File: src/include/pms_pkg.sv
package pms_pkg;

	// register byte offsets
	localparam logic [7:0] PMS_OFF_MODE_CTRL = 8'h00;
	localparam logic [7:0] PMS_OFF_WDT_CTRL  = 8'h04;
	localparam logic [7:0] PMS_OFF_STATUS    = 8'h08;
	localparam logic [7:0] PMS_OFF_CMD       = 8'h0C;
	localparam logic [7:0] PMS_OFF_IRQ_STAT  = 8'h10;
	localparam logic [7:0] PMS_OFF_IRQ_MASK  = 8'h14;
	localparam logic [7:0] PMS_OFF_CLKS      = 8'h18;

	// mode control fields
	localparam int PMS_MC_FAST_WAKE = 0;
	localparam int PMS_MC_IDLE_EN   = 1;
	localparam int PMS_MC_DIV_LSB   = 5;
	localparam int PMS_MC_HILO      = 4;
	localparam logic [7:0] PMS_MC_RESET = 8'hE0;

	// watchdog control fields
	localparam int PMS_WC_KEEPALIVE = 7;
	localparam int PMS_WC_EN        = 0;
	localparam int PMS_WC_SRC_SUB   = 1;
	localparam int PMS_WC_LVD_EN    = 2;
	localparam logic [7:0] PMS_WC_RESET = 8'h03;

	// command register bits
	localparam int PMS_CMD_HALT   = 0;
	localparam int PMS_CMD_CLRWDT = 1;
	localparam int PMS_CMD_WAKE   = 2;
	localparam int PMS_CMD_WDTO   = 3;

	// status bits, mode code from bit 4; interrupt events use their own layout
	localparam int PMS_ST_LOW_RDY  = 0;
	localparam int PMS_ST_HIGH_RDY = 1;
	localparam int PMS_ST_PDF      = 2;
	localparam int PMS_ST_TO       = 3;
	localparam int PMS_ST_MODE_LSB = 4;

	// interrupt events
	localparam int PMS_EV_MODE  = 0;
	localparam int PMS_EV_HRDY  = 1;
	localparam int PMS_EV_LRDY  = 2;

	// stabilisation counts
	localparam int PMS_HXT_STAB_CYC = 1024;
	localparam int PMS_LXT_STAB_CYC = 1024;

	// divider codes that select the low-speed clock
	localparam logic [2:0] PMS_DIV_SLOW0 = 3'h0;
	localparam logic [2:0] PMS_DIV_SLOW1 = 3'h1;

	typedef enum logic [2:0] {
		PMS_FAST,
		PMS_SLOW,
		PMS_DEEP_SLEEP_ZERO,
		PMS_SLEEP_ONE,
		PMS_IDLE_ZERO,
		PMS_IDLE_ONE
	} pms_mode_t;

endpackage : pms_pkg

File: src/rtl/pms_sequencer.sv
// Summary of operation
// [RL1] no fast wake-up from deep sleep zero when watchdog is disabled
// [RL2] clock select 0 with divider 000 or 001 moves to slow mode
// [RL3] slow mode needs low oscillator stable, shown by low ready flag
// [RL4] clock select 1, or divider 010 to 111, runs fast mode
// [RL5] software checks high ready flag before relying on fast clock
// [RL6] low-speed system clock stops high oscillator and its /16, /64 clocks
// [RL7] halt, idle off, watchdog and detector off: deep sleep zero, clocks stop
// [RL8] deep sleep zero clears and stops the watchdog counter
// [RL9] halt, idle off, watchdog or detector on: sleep one on subsidiary clock
// [RL10] sleep one clears watchdog and resumes it when on subsidiary clock
// [RL11] halt, idle on, keep-alive off: idle zero, system clock stops
// [RL12] idle zero resumes watchdog on subsidiary clock, stops it on system clock
// [RL13] halt, idle on, keep-alive on: idle one, all clocks run
// [RL14] idle one clears and resumes an enabled watchdog on either source
// [RL15] halt modes keep memory, registers and ports unchanged
// [RL16] any halt entry sets power-down flag and clears time-out flag
// [RL17] crystal fast wake runs subsidiary clock for 1024 cycles, then crystal
// [RL18] power-up or clear-watchdog command clears power-down flag
// [RL19] operating mode kept as explicit state, gating changes on transitions
//
// Design decisions made here: the placing of the registers and the AXI4-Lite slave port.
`timescale 1ns/100ps
module pms_sequencer
	import pms_pkg::*;
#(
	parameter int HXT_STAB = PMS_HXT_STAB_CYC,
	parameter int LXT_STAB = PMS_LXT_STAB_CYC
)(
	// clock and reset
	input  wire logic        aclk,
	input  wire logic        aresetn,
	// axi4-lite write address
	input  wire logic [7:0]  s_axi_awaddr,
	input  wire logic        s_axi_awvalid,
	output logic             s_axi_awready,
	// axi4-lite write data
	input  wire logic [31:0] s_axi_wdata,
	input  wire logic [3:0]  s_axi_wstrb,
	input  wire logic        s_axi_wvalid,
	output logic             s_axi_wready,
	// axi4-lite write response
	output logic [1:0]       s_axi_bresp,
	output logic             s_axi_bvalid,
	input  wire logic        s_axi_bready,
	// axi4-lite read address
	input  wire logic [7:0]  s_axi_araddr,
	input  wire logic        s_axi_arvalid,
	output logic             s_axi_arready,
	// axi4-lite read data
	output logic [31:0]      s_axi_rdata,
	output logic [1:0]       s_axi_rresp,
	output logic             s_axi_rvalid,
	input  wire logic        s_axi_rready,
	// oscillator ticks from the analogue side
	input  wire logic        hxt_tick,
	input  wire logic        low_tick,
	// clock gating outputs
	output logic             sysclk_en,
	output logic             high_osc_en,
	output logic             high_div_en,
	output logic             sub_clk_en,
	output logic             timebase_en,
	output logic             sys_from_low,
	output logic             cpu_halted,
	output logic             wdt_clk_en,
	output logic             wdt_clear,
	// interrupt
	output logic             irq
);

	initial
	begin
		if (HXT_STAB < 1 || HXT_STAB > 65535 || LXT_STAB < 1 || LXT_STAB > 65535)
			$error("pms_sequencer: stabilisation count out of range");
	end

	// register state
	logic [7:0]  mode_ctrl_reg;
	logic [7:0]  wdt_ctrl_reg;
	logic        low_osc_ready_flag;
	logic        high_osc_ready_flag;
	logic        power_down_flag;
	logic        watchdog_timeout_flag;
	logic [2:0]  irq_stat_reg;
	logic [2:0]  irq_mask_reg;
	pms_mode_t   mode_reg;
	pms_mode_t   mode_next;
	logic [15:0] hstab_reg;
	logic [15:0] lstab_reg;
	logic        fast_wake_reg;

	// field aliases
	logic       hi_lo_clock_select;
	logic [2:0] clock_divider_field;
	logic       idle_enable_bit;
	logic       fast_wake_enable_bit;
	logic       sysclk_keepalive_bit;
	logic       wdt_on;
	logic       wdt_sub;
	logic       lvd_on;
	assign hi_lo_clock_select   = mode_ctrl_reg[PMS_MC_HILO];
	assign clock_divider_field  = mode_ctrl_reg[PMS_MC_DIV_LSB +: 3];
	assign idle_enable_bit      = mode_ctrl_reg[PMS_MC_IDLE_EN];
	assign fast_wake_enable_bit = mode_ctrl_reg[PMS_MC_FAST_WAKE];
	assign sysclk_keepalive_bit = wdt_ctrl_reg[PMS_WC_KEEPALIVE];
	assign wdt_on               = wdt_ctrl_reg[PMS_WC_EN];
	assign wdt_sub              = wdt_ctrl_reg[PMS_WC_SRC_SUB];
	assign lvd_on               = wdt_ctrl_reg[PMS_WC_LVD_EN];

	// bus handshake state
	logic [7:0]  aw_addr_reg;
	logic        aw_have_reg;
	logic [31:0] w_data_reg;
	logic [3:0]  w_strb_reg;
	logic        w_have_reg;
	logic        wr_go;
	logic        rd_go;
	assign wr_go = aw_have_reg && w_have_reg && !s_axi_bvalid;
	assign rd_go = s_axi_arvalid && s_axi_arready;

	// write-side commands decoded from the command register
	logic cmd_halt;
	logic cmd_clrwdt;
	logic cmd_wake;
	logic cmd_wdto;
	logic wr_cmd;
	assign wr_cmd     = wr_go && aw_addr_reg == PMS_OFF_CMD && w_strb_reg[0];
	assign cmd_halt   = wr_cmd && w_data_reg[PMS_CMD_HALT];
	assign cmd_clrwdt = wr_cmd && w_data_reg[PMS_CMD_CLRWDT];
	assign cmd_wake   = wr_cmd && w_data_reg[PMS_CMD_WAKE];
	assign cmd_wdto   = wr_cmd && w_data_reg[PMS_CMD_WDTO];

	// write address and data captured in either order
	always_ff @(posedge aclk)
	begin
		if (!aresetn)
		begin
			aw_have_reg   <= 1'b0;
			w_have_reg    <= 1'b0;
			aw_addr_reg   <= 8'h00;
			w_data_reg    <= 32'h0000_0000;
			w_strb_reg    <= 4'h0;
			s_axi_awready <= 1'b0;
			s_axi_wready  <= 1'b0;
		end
		else
		begin
			s_axi_awready <= !aw_have_reg && !s_axi_awready && !wr_go;
			s_axi_wready  <= !w_have_reg && !s_axi_wready && !wr_go;
			if (s_axi_awvalid && s_axi_awready)
			begin
				aw_have_reg <= 1'b1;
				aw_addr_reg <= s_axi_awaddr;
			end
			else if (wr_go)
				aw_have_reg <= 1'b0;
			if (s_axi_wvalid && s_axi_wready)
			begin
				w_have_reg <= 1'b1;
				w_data_reg <= s_axi_wdata;
				w_strb_reg <= s_axi_wstrb;
			end
			else if (wr_go)
				w_have_reg <= 1'b0;
		end
	end

	// write response, slverr on unmapped offsets
	always_ff @(posedge aclk)
	begin
		if (!aresetn)
		begin
			s_axi_bvalid <= 1'b0;
			s_axi_bresp  <= 2'h0;
		end
		else if (wr_go)
		begin
			s_axi_bvalid <= 1'b1;
			case (aw_addr_reg)
				PMS_OFF_MODE_CTRL, PMS_OFF_WDT_CTRL, PMS_OFF_CMD,
				PMS_OFF_IRQ_STAT, PMS_OFF_IRQ_MASK, PMS_OFF_STATUS,
				PMS_OFF_CLKS: s_axi_bresp <= 2'h0;
				default:      s_axi_bresp <= 2'h2;
			endcase
		end
		else if (s_axi_bready)
			s_axi_bvalid <= 1'b0;
	end

	// software control registers
	always_ff @(posedge aclk)
	begin
		if (!aresetn)
		begin
			mode_ctrl_reg <= PMS_MC_RESET;
			wdt_ctrl_reg  <= PMS_WC_RESET;
			irq_mask_reg  <= 3'h0;
		end
		else if (wr_go && w_strb_reg[0])
		begin
			if (aw_addr_reg == PMS_OFF_MODE_CTRL)
				mode_ctrl_reg <= w_data_reg[7:0];
			if (aw_addr_reg == PMS_OFF_WDT_CTRL)
				wdt_ctrl_reg <= w_data_reg[7:0];
			if (aw_addr_reg == PMS_OFF_IRQ_MASK)
				irq_mask_reg <= w_data_reg[2:0];
		end
	end

	// mode selection from the registers and the halt command
	always_comb
	begin
		mode_next = mode_reg;
		unique case (mode_reg)
			PMS_FAST, PMS_SLOW:
			begin
				if (cmd_halt)
				begin
					if (!idle_enable_bit)
						// [RL7] [RL9] sleep choice
						mode_next = (wdt_on || lvd_on) ? PMS_SLEEP_ONE : PMS_DEEP_SLEEP_ZERO;
					else
						// [RL11] [RL13] idle choice
						mode_next = sysclk_keepalive_bit ? PMS_IDLE_ONE : PMS_IDLE_ZERO;
				end
				// [RL2] [RL3] slow needs low ready
				else if (!hi_lo_clock_select && clock_divider_field <= PMS_DIV_SLOW1
					&& low_osc_ready_flag)
					mode_next = PMS_SLOW;
				// [RL4] fast selection
				else if (hi_lo_clock_select || clock_divider_field > PMS_DIV_SLOW1)
					mode_next = PMS_FAST;
			end
			default:
			begin
				if (cmd_wake || cmd_wdto)
					mode_next = (!hi_lo_clock_select && clock_divider_field <= PMS_DIV_SLOW1
						&& low_osc_ready_flag) ? PMS_SLOW : PMS_FAST;
			end
		endcase
	end

	// [RL19] explicit mode state
	always_ff @(posedge aclk)
	begin
		if (!aresetn)
			mode_reg <= PMS_FAST;
		else
			mode_reg <= mode_next;
	end

	// high oscillator stabilisation and fast wake-up
	always_ff @(posedge aclk)
	begin
		if (!aresetn)
		begin
			hstab_reg           <= 16'h0000;
			high_osc_ready_flag <= 1'b0;
			fast_wake_reg       <= 1'b0;
		end
		else if (!high_osc_en)
		begin
			hstab_reg           <= 16'h0000;
			high_osc_ready_flag <= 1'b0;
			// [RL1] fast wake only with subsidiary clock alive
			fast_wake_reg       <= fast_wake_enable_bit && mode_reg != PMS_DEEP_SLEEP_ZERO;
		end
		else if (!high_osc_ready_flag && hxt_tick)
		begin
			// [RL17] ready after the crystal count
			if (hstab_reg == 16'(HXT_STAB - 1))
			begin
				high_osc_ready_flag <= 1'b1;
				fast_wake_reg       <= 1'b0;
			end
			hstab_reg <= hstab_reg + 16'h0001;
		end
	end

	// low oscillator stabilisation
	always_ff @(posedge aclk)
	begin
		if (!aresetn)
		begin
			lstab_reg          <= 16'h0000;
			low_osc_ready_flag <= 1'b0;
		end
		else if (!sub_clk_en)
		begin
			lstab_reg          <= 16'h0000;
			low_osc_ready_flag <= 1'b0;
		end
		// [RL3] low ready after count
		else if (!low_osc_ready_flag && low_tick)
		begin
			if (lstab_reg == 16'(LXT_STAB - 1))
				low_osc_ready_flag <= 1'b1;
			lstab_reg <= lstab_reg + 16'h0001;
		end
	end

	// power-down and time-out flags
	always_ff @(posedge aclk)
	begin
		if (!aresetn)
		begin
			power_down_flag       <= 1'b0;
			watchdog_timeout_flag <= 1'b0;
		end
		else
		begin
			// [RL16] halt sets power-down, clears time-out
			if (cmd_halt && (mode_reg == PMS_FAST || mode_reg == PMS_SLOW))
			begin
				power_down_flag       <= 1'b1;
				watchdog_timeout_flag <= 1'b0;
			end
			else
			begin
				// [RL18] clear-watchdog clears power-down
				if (cmd_clrwdt)
					power_down_flag <= 1'b0;
				if (cmd_wdto)
					watchdog_timeout_flag <= 1'b1;
			end
		end
	end

	// clock gating, updated from the next mode on every transition
	always_ff @(posedge aclk)
	begin
		if (!aresetn)
		begin
			sysclk_en    <= 1'b1;
			high_osc_en  <= 1'b1;
			high_div_en  <= 1'b1;
			sub_clk_en   <= 1'b1;
			timebase_en  <= 1'b1;
			sys_from_low <= 1'b0;
			cpu_halted   <= 1'b0;
			wdt_clk_en   <= 1'b1;
		end
		else
		begin
			// [RL15] halt only gates clocks, state is untouched
			cpu_halted   <= mode_next != PMS_FAST && mode_next != PMS_SLOW;
			// [RL7] [RL11] system clock stops in sleep and idle zero
			sysclk_en    <= mode_next == PMS_FAST || mode_next == PMS_SLOW
				|| mode_next == PMS_IDLE_ONE;
			// [RL6] low system clock stops high oscillator and dividers
			high_osc_en  <= mode_next == PMS_FAST || mode_next == PMS_IDLE_ONE;
			high_div_en  <= mode_next == PMS_FAST || mode_next == PMS_IDLE_ONE;
			// [RL17] fast wake runs from subsidiary clock until ready
			sys_from_low <= mode_next == PMS_SLOW
				|| (mode_next == PMS_FAST && fast_wake_reg && !high_osc_ready_flag);
			// [RL9] [RL11] [RL13] time-base and subsidiary clocks
			timebase_en  <= mode_next != PMS_DEEP_SLEEP_ZERO && mode_next != PMS_SLEEP_ONE;
			sub_clk_en   <= mode_next != PMS_DEEP_SLEEP_ZERO || wdt_on || lvd_on;
			// [RL8] [RL10] [RL12] [RL14] watchdog clock per mode
			unique case (mode_next)
				PMS_DEEP_SLEEP_ZERO: wdt_clk_en <= 1'b0;
				PMS_SLEEP_ONE: wdt_clk_en <= wdt_on && wdt_sub;
				PMS_IDLE_ZERO:  wdt_clk_en <= wdt_on && wdt_sub;
				default:    wdt_clk_en <= wdt_on;
			endcase
		end
	end

	// [RL8] [RL10] [RL12] [RL14] watchdog clear on halt entry
	always_ff @(posedge aclk)
	begin
		if (!aresetn)
			wdt_clear <= 1'b0;
		else
			wdt_clear <= (cmd_halt && !cpu_halted) || cmd_clrwdt;
	end

	// sticky interrupt status, read clears, set wins
	logic [2:0] irq_ev;
	logic       rd_irq;
	assign irq_ev[PMS_EV_MODE] = mode_next != mode_reg;
	assign irq_ev[PMS_EV_HRDY] = high_osc_en && !high_osc_ready_flag && hxt_tick
		&& hstab_reg == 16'(HXT_STAB - 1);
	assign irq_ev[PMS_EV_LRDY] = sub_clk_en && !low_osc_ready_flag && low_tick
		&& lstab_reg == 16'(LXT_STAB - 1);
	assign rd_irq = rd_go && s_axi_araddr == PMS_OFF_IRQ_STAT;

	always_ff @(posedge aclk)
	begin
		if (!aresetn)
		begin
			irq_stat_reg <= 3'h0;
			irq          <= 1'b0;
		end
		else
		begin
			irq_stat_reg <= (rd_irq ? 3'h0 : irq_stat_reg) | irq_ev;
			irq          <= |(((rd_irq ? 3'h0 : irq_stat_reg) | irq_ev) & irq_mask_reg);
		end
	end

	// read channel
	always_ff @(posedge aclk)
	begin
		if (!aresetn)
		begin
			s_axi_arready <= 1'b0;
			s_axi_rvalid  <= 1'b0;
			s_axi_rdata   <= 32'h0000_0000;
			s_axi_rresp   <= 2'h0;
		end
		else
		begin
			s_axi_arready <= !s_axi_arready && !s_axi_rvalid && s_axi_arvalid;
			if (rd_go)
			begin
				s_axi_rvalid <= 1'b1;
				s_axi_rresp  <= 2'h0;
				s_axi_rdata  <= 32'h0000_0000;
				case (s_axi_araddr)
					PMS_OFF_MODE_CTRL: s_axi_rdata[7:0] <= mode_ctrl_reg;
					PMS_OFF_WDT_CTRL:  s_axi_rdata[7:0] <= wdt_ctrl_reg;
					PMS_OFF_STATUS:    s_axi_rdata[7:0] <= {1'b0, mode_reg,
						watchdog_timeout_flag, power_down_flag,
						high_osc_ready_flag, low_osc_ready_flag};
					PMS_OFF_CMD:       s_axi_rdata[7:0] <= 8'h00;
					PMS_OFF_IRQ_STAT:  s_axi_rdata[2:0] <= irq_stat_reg;
					PMS_OFF_IRQ_MASK:  s_axi_rdata[2:0] <= irq_mask_reg;
					PMS_OFF_CLKS:      s_axi_rdata[7:0] <= {cpu_halted, sys_from_low,
						wdt_clk_en, timebase_en, sub_clk_en, high_div_en,
						high_osc_en, sysclk_en};
					default:           s_axi_rresp <= 2'h2;
				endcase
			end
			else if (s_axi_rready)
				s_axi_rvalid <= 1'b0;
		end
	end

endmodule : pms_sequencer

File: config.mk
export PLATFORM = sky130hd
export DESIGN_NAME = pms_sequencer
export DESIGN_NICKNAME = d
export VERILOG_FILES = /design/src/include/pms_pkg.sv /design/src/rtl/pms_sequencer.sv
export SDC_FILE = /design/constraint.sdc
export NUM_CORES = 1
export LEC_CHECK = 0
export BUFFER_PORTS_ARGS = -buffer_cell sky130_fd_sc_hd__buf_4
export CAP_MARGIN = 10
export CORE_AREA = 5 5 97 99
export CTS_CLUSTER_DIAMETER = 150
export DETAILED_ROUTE_END_ITERATION = 8
export DIE_AREA = 0 0 102 104
export GPL_ROUTABILITY_DRIVEN = 0
export PLACE_DENSITY = 0.81
export SLEW_MARGIN = 20
export SYNTH_ARGS = -nofsm -noshare
export SYNTH_HDL_FRONTEND = slang
export SYNTH_SLANG_ARGS = --single-unit
File: constraint.sdc
create_clock -name aclk -period 4.8 [get_ports aclk]
set_input_delay 0.96 -clock aclk [delete_from_list [all_inputs] [get_ports aclk]]
set_output_delay 0.96 -clock aclk [all_outputs]
set_load 0.01 [all_outputs]
Word level (Yosys, flattened, before mapping)
Index checks and enable logic that the tools add are counted.
{"block": "word_totals", "wordCells": 179, "ff_bits": 107, "inputBits": 61, "output_inout_bits": 51}
{"block": "op_classes", "n_bitwise": 3, "addsub": 2, "muxes": 27, "n_lt_le_gt_ge": 2, "n_eq_ne": 27, "n_reduce_logical": 84}
{"op": "== test 8 x 5 -> 1 bit (second input constant)", "count": 6}
{"op": "logical AND 1 bit", "count": 37}
{"op": "adder 16 x 1 -> 16 bit (second input constant)", "count": 2}
{"op": "== test 16 x 10 -> 1 bit (second input constant)", "count": 2}
{"op": "== test 8 x 4 -> 1 bit (second input constant)", "count": 4}
{"op": "two-way mux 3 bit", "count": 7}
{"op": "one-hot mux 5 bit (4 select lines)", "count": 1}
{"op": "one-hot mux 3 bit (6 select lines)", "count": 1}
{"op": "== test 8 x 3 -> 1 bit (second input constant)", "count": 2}
{"op": "logical NOT 8 bit", "count": 2}
{"op": "AND reduction 2 bit", "count": 8}
{"op": "two-way mux 1 bit", "count": 15}
{"op": "OR reduction 7 bit", "count": 2}
{"op": "logical NOT 1 bit", "count": 12}
{"op": "logical OR 1 bit", "count": 11}
{"op": "nonzero test 2 bit", "count": 5}
{"op": "inequality test 3 x 2 -> 1 bit (second input constant)", "count": 3}
{"op": "== test 3 x 1 -> 1 bit (second input constant)", "count": 2}
{"op": "== test 3 x 2 -> 1 bit (second input constant)", "count": 2}
{"op": "== test 3 bit (second input constant)", "count": 2}
{"op": "logical NOT 3 bit", "count": 2}
{"op": "OR reduction 2 bit", "count": 3}
{"op": "two-way mux 2 bit", "count": 2}
{"op": "inequality test 2 x 1 -> 1 bit (second input constant)", "count": 2}
{"op": "other kinds (10)", "count": 10}

Depth between registers and ports, before layout
{"block": "depth", "depth_word": 12, "depth_mapped": 8, "depth_no_buf": 7}

Worst setup path after synthesis
No wires, ideal clock.
{"block": "synth_path", "kind": "register to register", "from": "register aw_addr_reg[0]", "to": "register sub_clk_en", "setup_slack_ns": 2.408, "setup_ns": 0.134, "path_stages_with_launch": 8, "required_ns": 4.666, "t_arrival_ns": 2.258, "path_buffers": 1, "period_less_slack_ns": 2.392, "path_cell_list": "dfxtp_1 or4_4 or4_4 buf_6 nand2_4 a21boi_4 nand3_2 or4_1"}
{"block": "synth_between", "elab_chain_len": 10, "elab_cells_between_ends": 13, "cone_classes": "eq/ne (2); mux (3); reduce/logical (8)"}
{"element": "start, declared", "line_no": "pms_sequencer.sv:112", "rtl": "logic [7:0] aw_addr_reg;"}
{"element": "start signal, assigned", "line_no": "pms_sequencer.sv:154", "rtl": "aw_addr_reg <= s_axi_awaddr;"}
{"element": "== test 8 x 4 -> 1 bit *", "line_no": "pms_sequencer.sv:128", "rtl": "assign wr_cmd = wr_go && aw_addr_reg == PMS_OFF_CMD && w_strb_reg[0];"}
{"element": "logical AND 1 bit * (2 in series)", "line_no": "pms_sequencer.sv:128"}
{"element": "logical AND 1 bit, on equally long branches", "line_no": "pms_sequencer.sv:131, pms_sequencer.sv:132"}
{"element": "logical OR 1 bit", "line_no": "pms_sequencer.sv:237", "rtl": "if (cmd_wake || cmd_wdto)"}
{"element": "two-way mux 3 bit", "line_no": "pms_sequencer.sv:237"}
{"element": "two-way mux 3 bit *", "line_no": "pms_sequencer.sv:215", "rtl": "unique case (mode_reg)"}
{"element": "inequality test 3 x 2 -> 1 bit *", "line_no": "pms_sequencer.sv:359", "rtl": "sub_clk_en <= mode_next != PMS_DEEP_SLEEP_ZERO || wdt_on || lvd_on;"}
{"element": "logical OR 1 bit * (2 in series)", "line_no": "pms_sequencer.sv:359"}
{"element": "end signal, assigned", "line_no": "pms_sequencer.sv:359"}
{"element": "end, declared", "line_no": "pms_sequencer.sv:62", "rtl": "output logic sub_clk_en,"}
Mark *: on every way between the ends. The rest lies on a longest branch, timed or not.
A chain may end at the register's enable or synchronous reset.

Worst setup path after layout
Same ends and word-level chain as after synthesis.

==> impl_metrics.tcl <==
set metrics [dict create \
    numCtsBuffers 9 \
    finalCritPeriodShare 0.565 \
    crit_type "flip-flop to flip-flop" \
    synthTopCellsByArea "dfxtp_1 45%, nand2_1 7.3%, nor2_1 4.6%" \
    start_kind "flip-flop" \
    p_total_mw 1.57 \
    fmax_mhz 369 \
    synthArstFlopShare 0 \
    slew_headroom 0.398 \
    grt_max_degree 55 \
    rsz0062_at_grt "false" \
    die_area_sq_um 10600 \
    syn_area_sq_um 4650 \
    ys_types 53 \
    cp_num_buf_inv 0 \
    arrival_ns 2.96 \
    cp_data_required_time_ns 5.05 \
    switching_share 0.249 \
    hold_path_class "flip-flop to flip-flop" \
    final_cells 718 \
    critPathSlowestCell "or4_4" \
    multiInputGateArea_sq_um 2320 \
    dr.first_iter.drc_count 272 \
    track_usage 0.200 \
    final_area_sq_um 5230 \
    min_from "wdt_ctrl_reg[4]" \
    finalHoldViolCount 0 \
    ys_seq_elements 105 \
    worstMarginPinSlew_ns 0.902 \
    r2r_cells 6 \
    layout_common_cells "105 x dfxtp_1, 90 x nand2_1, 58 x buf_4" \
    crit_end "sub_clk_en" \
    netlist_instances 558 \
    die_x_microns 102 \
    crit_chain "or4_4, nor4_1, nand2_1, o21ai_1, nand3_2, or4_1" \
    clk_path_buf_depth 2 \
    ir_drop_v 0.000213 \
    fin_skew_ns 0.0100 \
    nFillCells 748 \
    setup_tns_ns 0 \
    synth_top_area_share 0.452 \
    die_y_microns 104 \
    post_drt_via_cell_ratio 5.57 \
    max_stage_delay_ns 0.57 \
    fin_crit_ns 2.71 \
    setup_viol 0 \
    final_antenna_net_count 0 \
    fin_nets 668 \
    num_io_pins 112 \
    rrSetupSlack_ns 2.09 \
    hold_buffers 0 \
    drive_above_1_share 0.143 \
    power.sequential.fraction 0.577 \
    clk_pin_slew_worst_paths_ns 0.10 \
    place_area_sq_um 5030 \
    start_util 0.550 \
    p_leak_nw 1.99 \
    cts-resized-gates 0 \
    startpoint "aw_addr_reg[0]" \
    internal_power_mw 1.18 \
    clockRootBuffer "clkbuf_8" \
    grt_antenna_before_repair 0 \
    routedWlPerCell_microns 14.4 \
    fp-row-count 34 \
    first_pass_iters 8 \
    p_comb_frac 0.068 \
    cellPowerDensity_nw_per_um2 299 \
    vias 3999 \
    ys_dominant_reg_cell "dfxtp_1" \
    switchingPower_uw 390 \
    synth.yosys.warnings 0 \
    regArea_sq_um 2100 \
    synth-edff-count 0 \
    io_buffers 58 \
    rr_startpoint "aw_addr_reg[0]" \
    cts-htree-levels 3 \
    whs_ns 0.464 \
    final_common_cell "dfxtp_1" \
    synth_largest_area_cell "dfxtp_1" \
    dpl.hpwl_microns 7600 \
    core_sq_um 8470 \
    path_delay_family "simple AND/OR/NAND/NOR gates" \
    fin_ws_ns 2.09 \
    power_frac_clock 0.355 \
    grt_overflow 0 \
    drv_cap 0 \
    timing.rr.end "sub_clk_en" \
    grt_pass1_wl_microns 17400 \
    tritoncts "yes" \
    avgSynthCellArea_sq_um 8.34 \
    area_delta_synth_final_pct 12.4 \
    preCtsSetupSlack_ns 2.06 \
    cp.depth 6 \
    slew_violations 0 \
    clk_latency_ns 0.37 \
    outcome "complete, no violations" \
    postCtsSetupBuffers 0 \
    end_kind "flip-flop" \
    final_core_util 0.618 \
    drc_errors 0 \
    seq_area_frac_synth 0.452 \
    crit_fanout 6 \
    diodes 0 \
    clock-sinks 105 \
    place_inst 702 \
    grt_pass1_vias 3753 \
    wl_microns 10300 \
]
==> routing by layer <==
layer	share of wire	vias up	track usage	routed length, microns
li1	-	1971	-	-
met4	0.022	0	0.0815	225
met3	0.059	22	0.0463	606
met1	0.41	1871	0.244	4270
met2	0.51	135	0.336	5240
met5	0	-	0	0
==> power by group through the flow <==
stage / combinational [mW] / sequential, mW / clock [mW]
floorplan: 0.0828 / 0.918 / 0
finish: 0.106 / 0.903 / 0.556
global route: 0.119 / 0.906 / 0.607
CTS: 0.106 / 0.903 / 0.569
detailed placement: 0.106 / 0.923 / 0
global placement: 0.104 / 0.922 / 0
==> cell families after synthesis <==
group	synth area share
AOI/OAI and AO/OA	0.124
xor gates and xnor gates	0.0527
adders and majority gates	0.00538
buffers and inverters	0.0696
DFF	0.452
muxes	0.0360
other	0.000806
and+or+nand+nor	0.260
==> worst register-to-register path: stages, from the launching register on <==
cell,delay (ns)
dfxtp_1,0.33
or4_4,0.57
nor4_1,0.54
nand2_1,0.24
o21ai_1,0.37
nand3_2,0.12
or4_1,0.42
==> cell type report <==
class,instances,area share
Sequential cell,105,0.402
Tap cell,108,0.0258
Clock inverter,7,0.0144
Multi-Input combinational cell,421,0.444
Inverter,10,0.00718
Timing Repair Buffer,58,0.0832
Clock buffer,9,0.0237
==> cells in the mapped netlist (3+ instances only) <==
master    count
xor2_1       21
or4_1         3
nor2_1       57
or3_1         6
mux2i_1      10
xnor2_1       7
nand4_1      10
o211ai_1      3
nand4b_1      4
nand3b_1      4
nor3_1       15
mux2_2        4
nor4_1        5
a22oi_1       8
and3_1        4
and2_1       10
a31oi_1       5
a21oi_1      42
inv_1         9
dfxtp_1     105
nand2_1      90
clkbuf_1     18
buf_4        27
nand2b_1      6
nand3_1      33
o21ai_0      19
==> how the worst min path moves through the flow <==
stage	to	slack, ns	depth (start not counted)
detailed placement	wdt_ctrl_reg[5]	0.45	2
finish	wdt_ctrl_reg[4]	0.46	2
global placement	s_axi_arready	0.44	1
global route	mode_ctrl_reg[2]	0.49	2
floorplan	wdt_ctrl_reg[5]	0.43	2
CTS	wdt_ctrl_reg[5]	0.46	2
No activity file was read; power rests on OpenSTA's default activity.
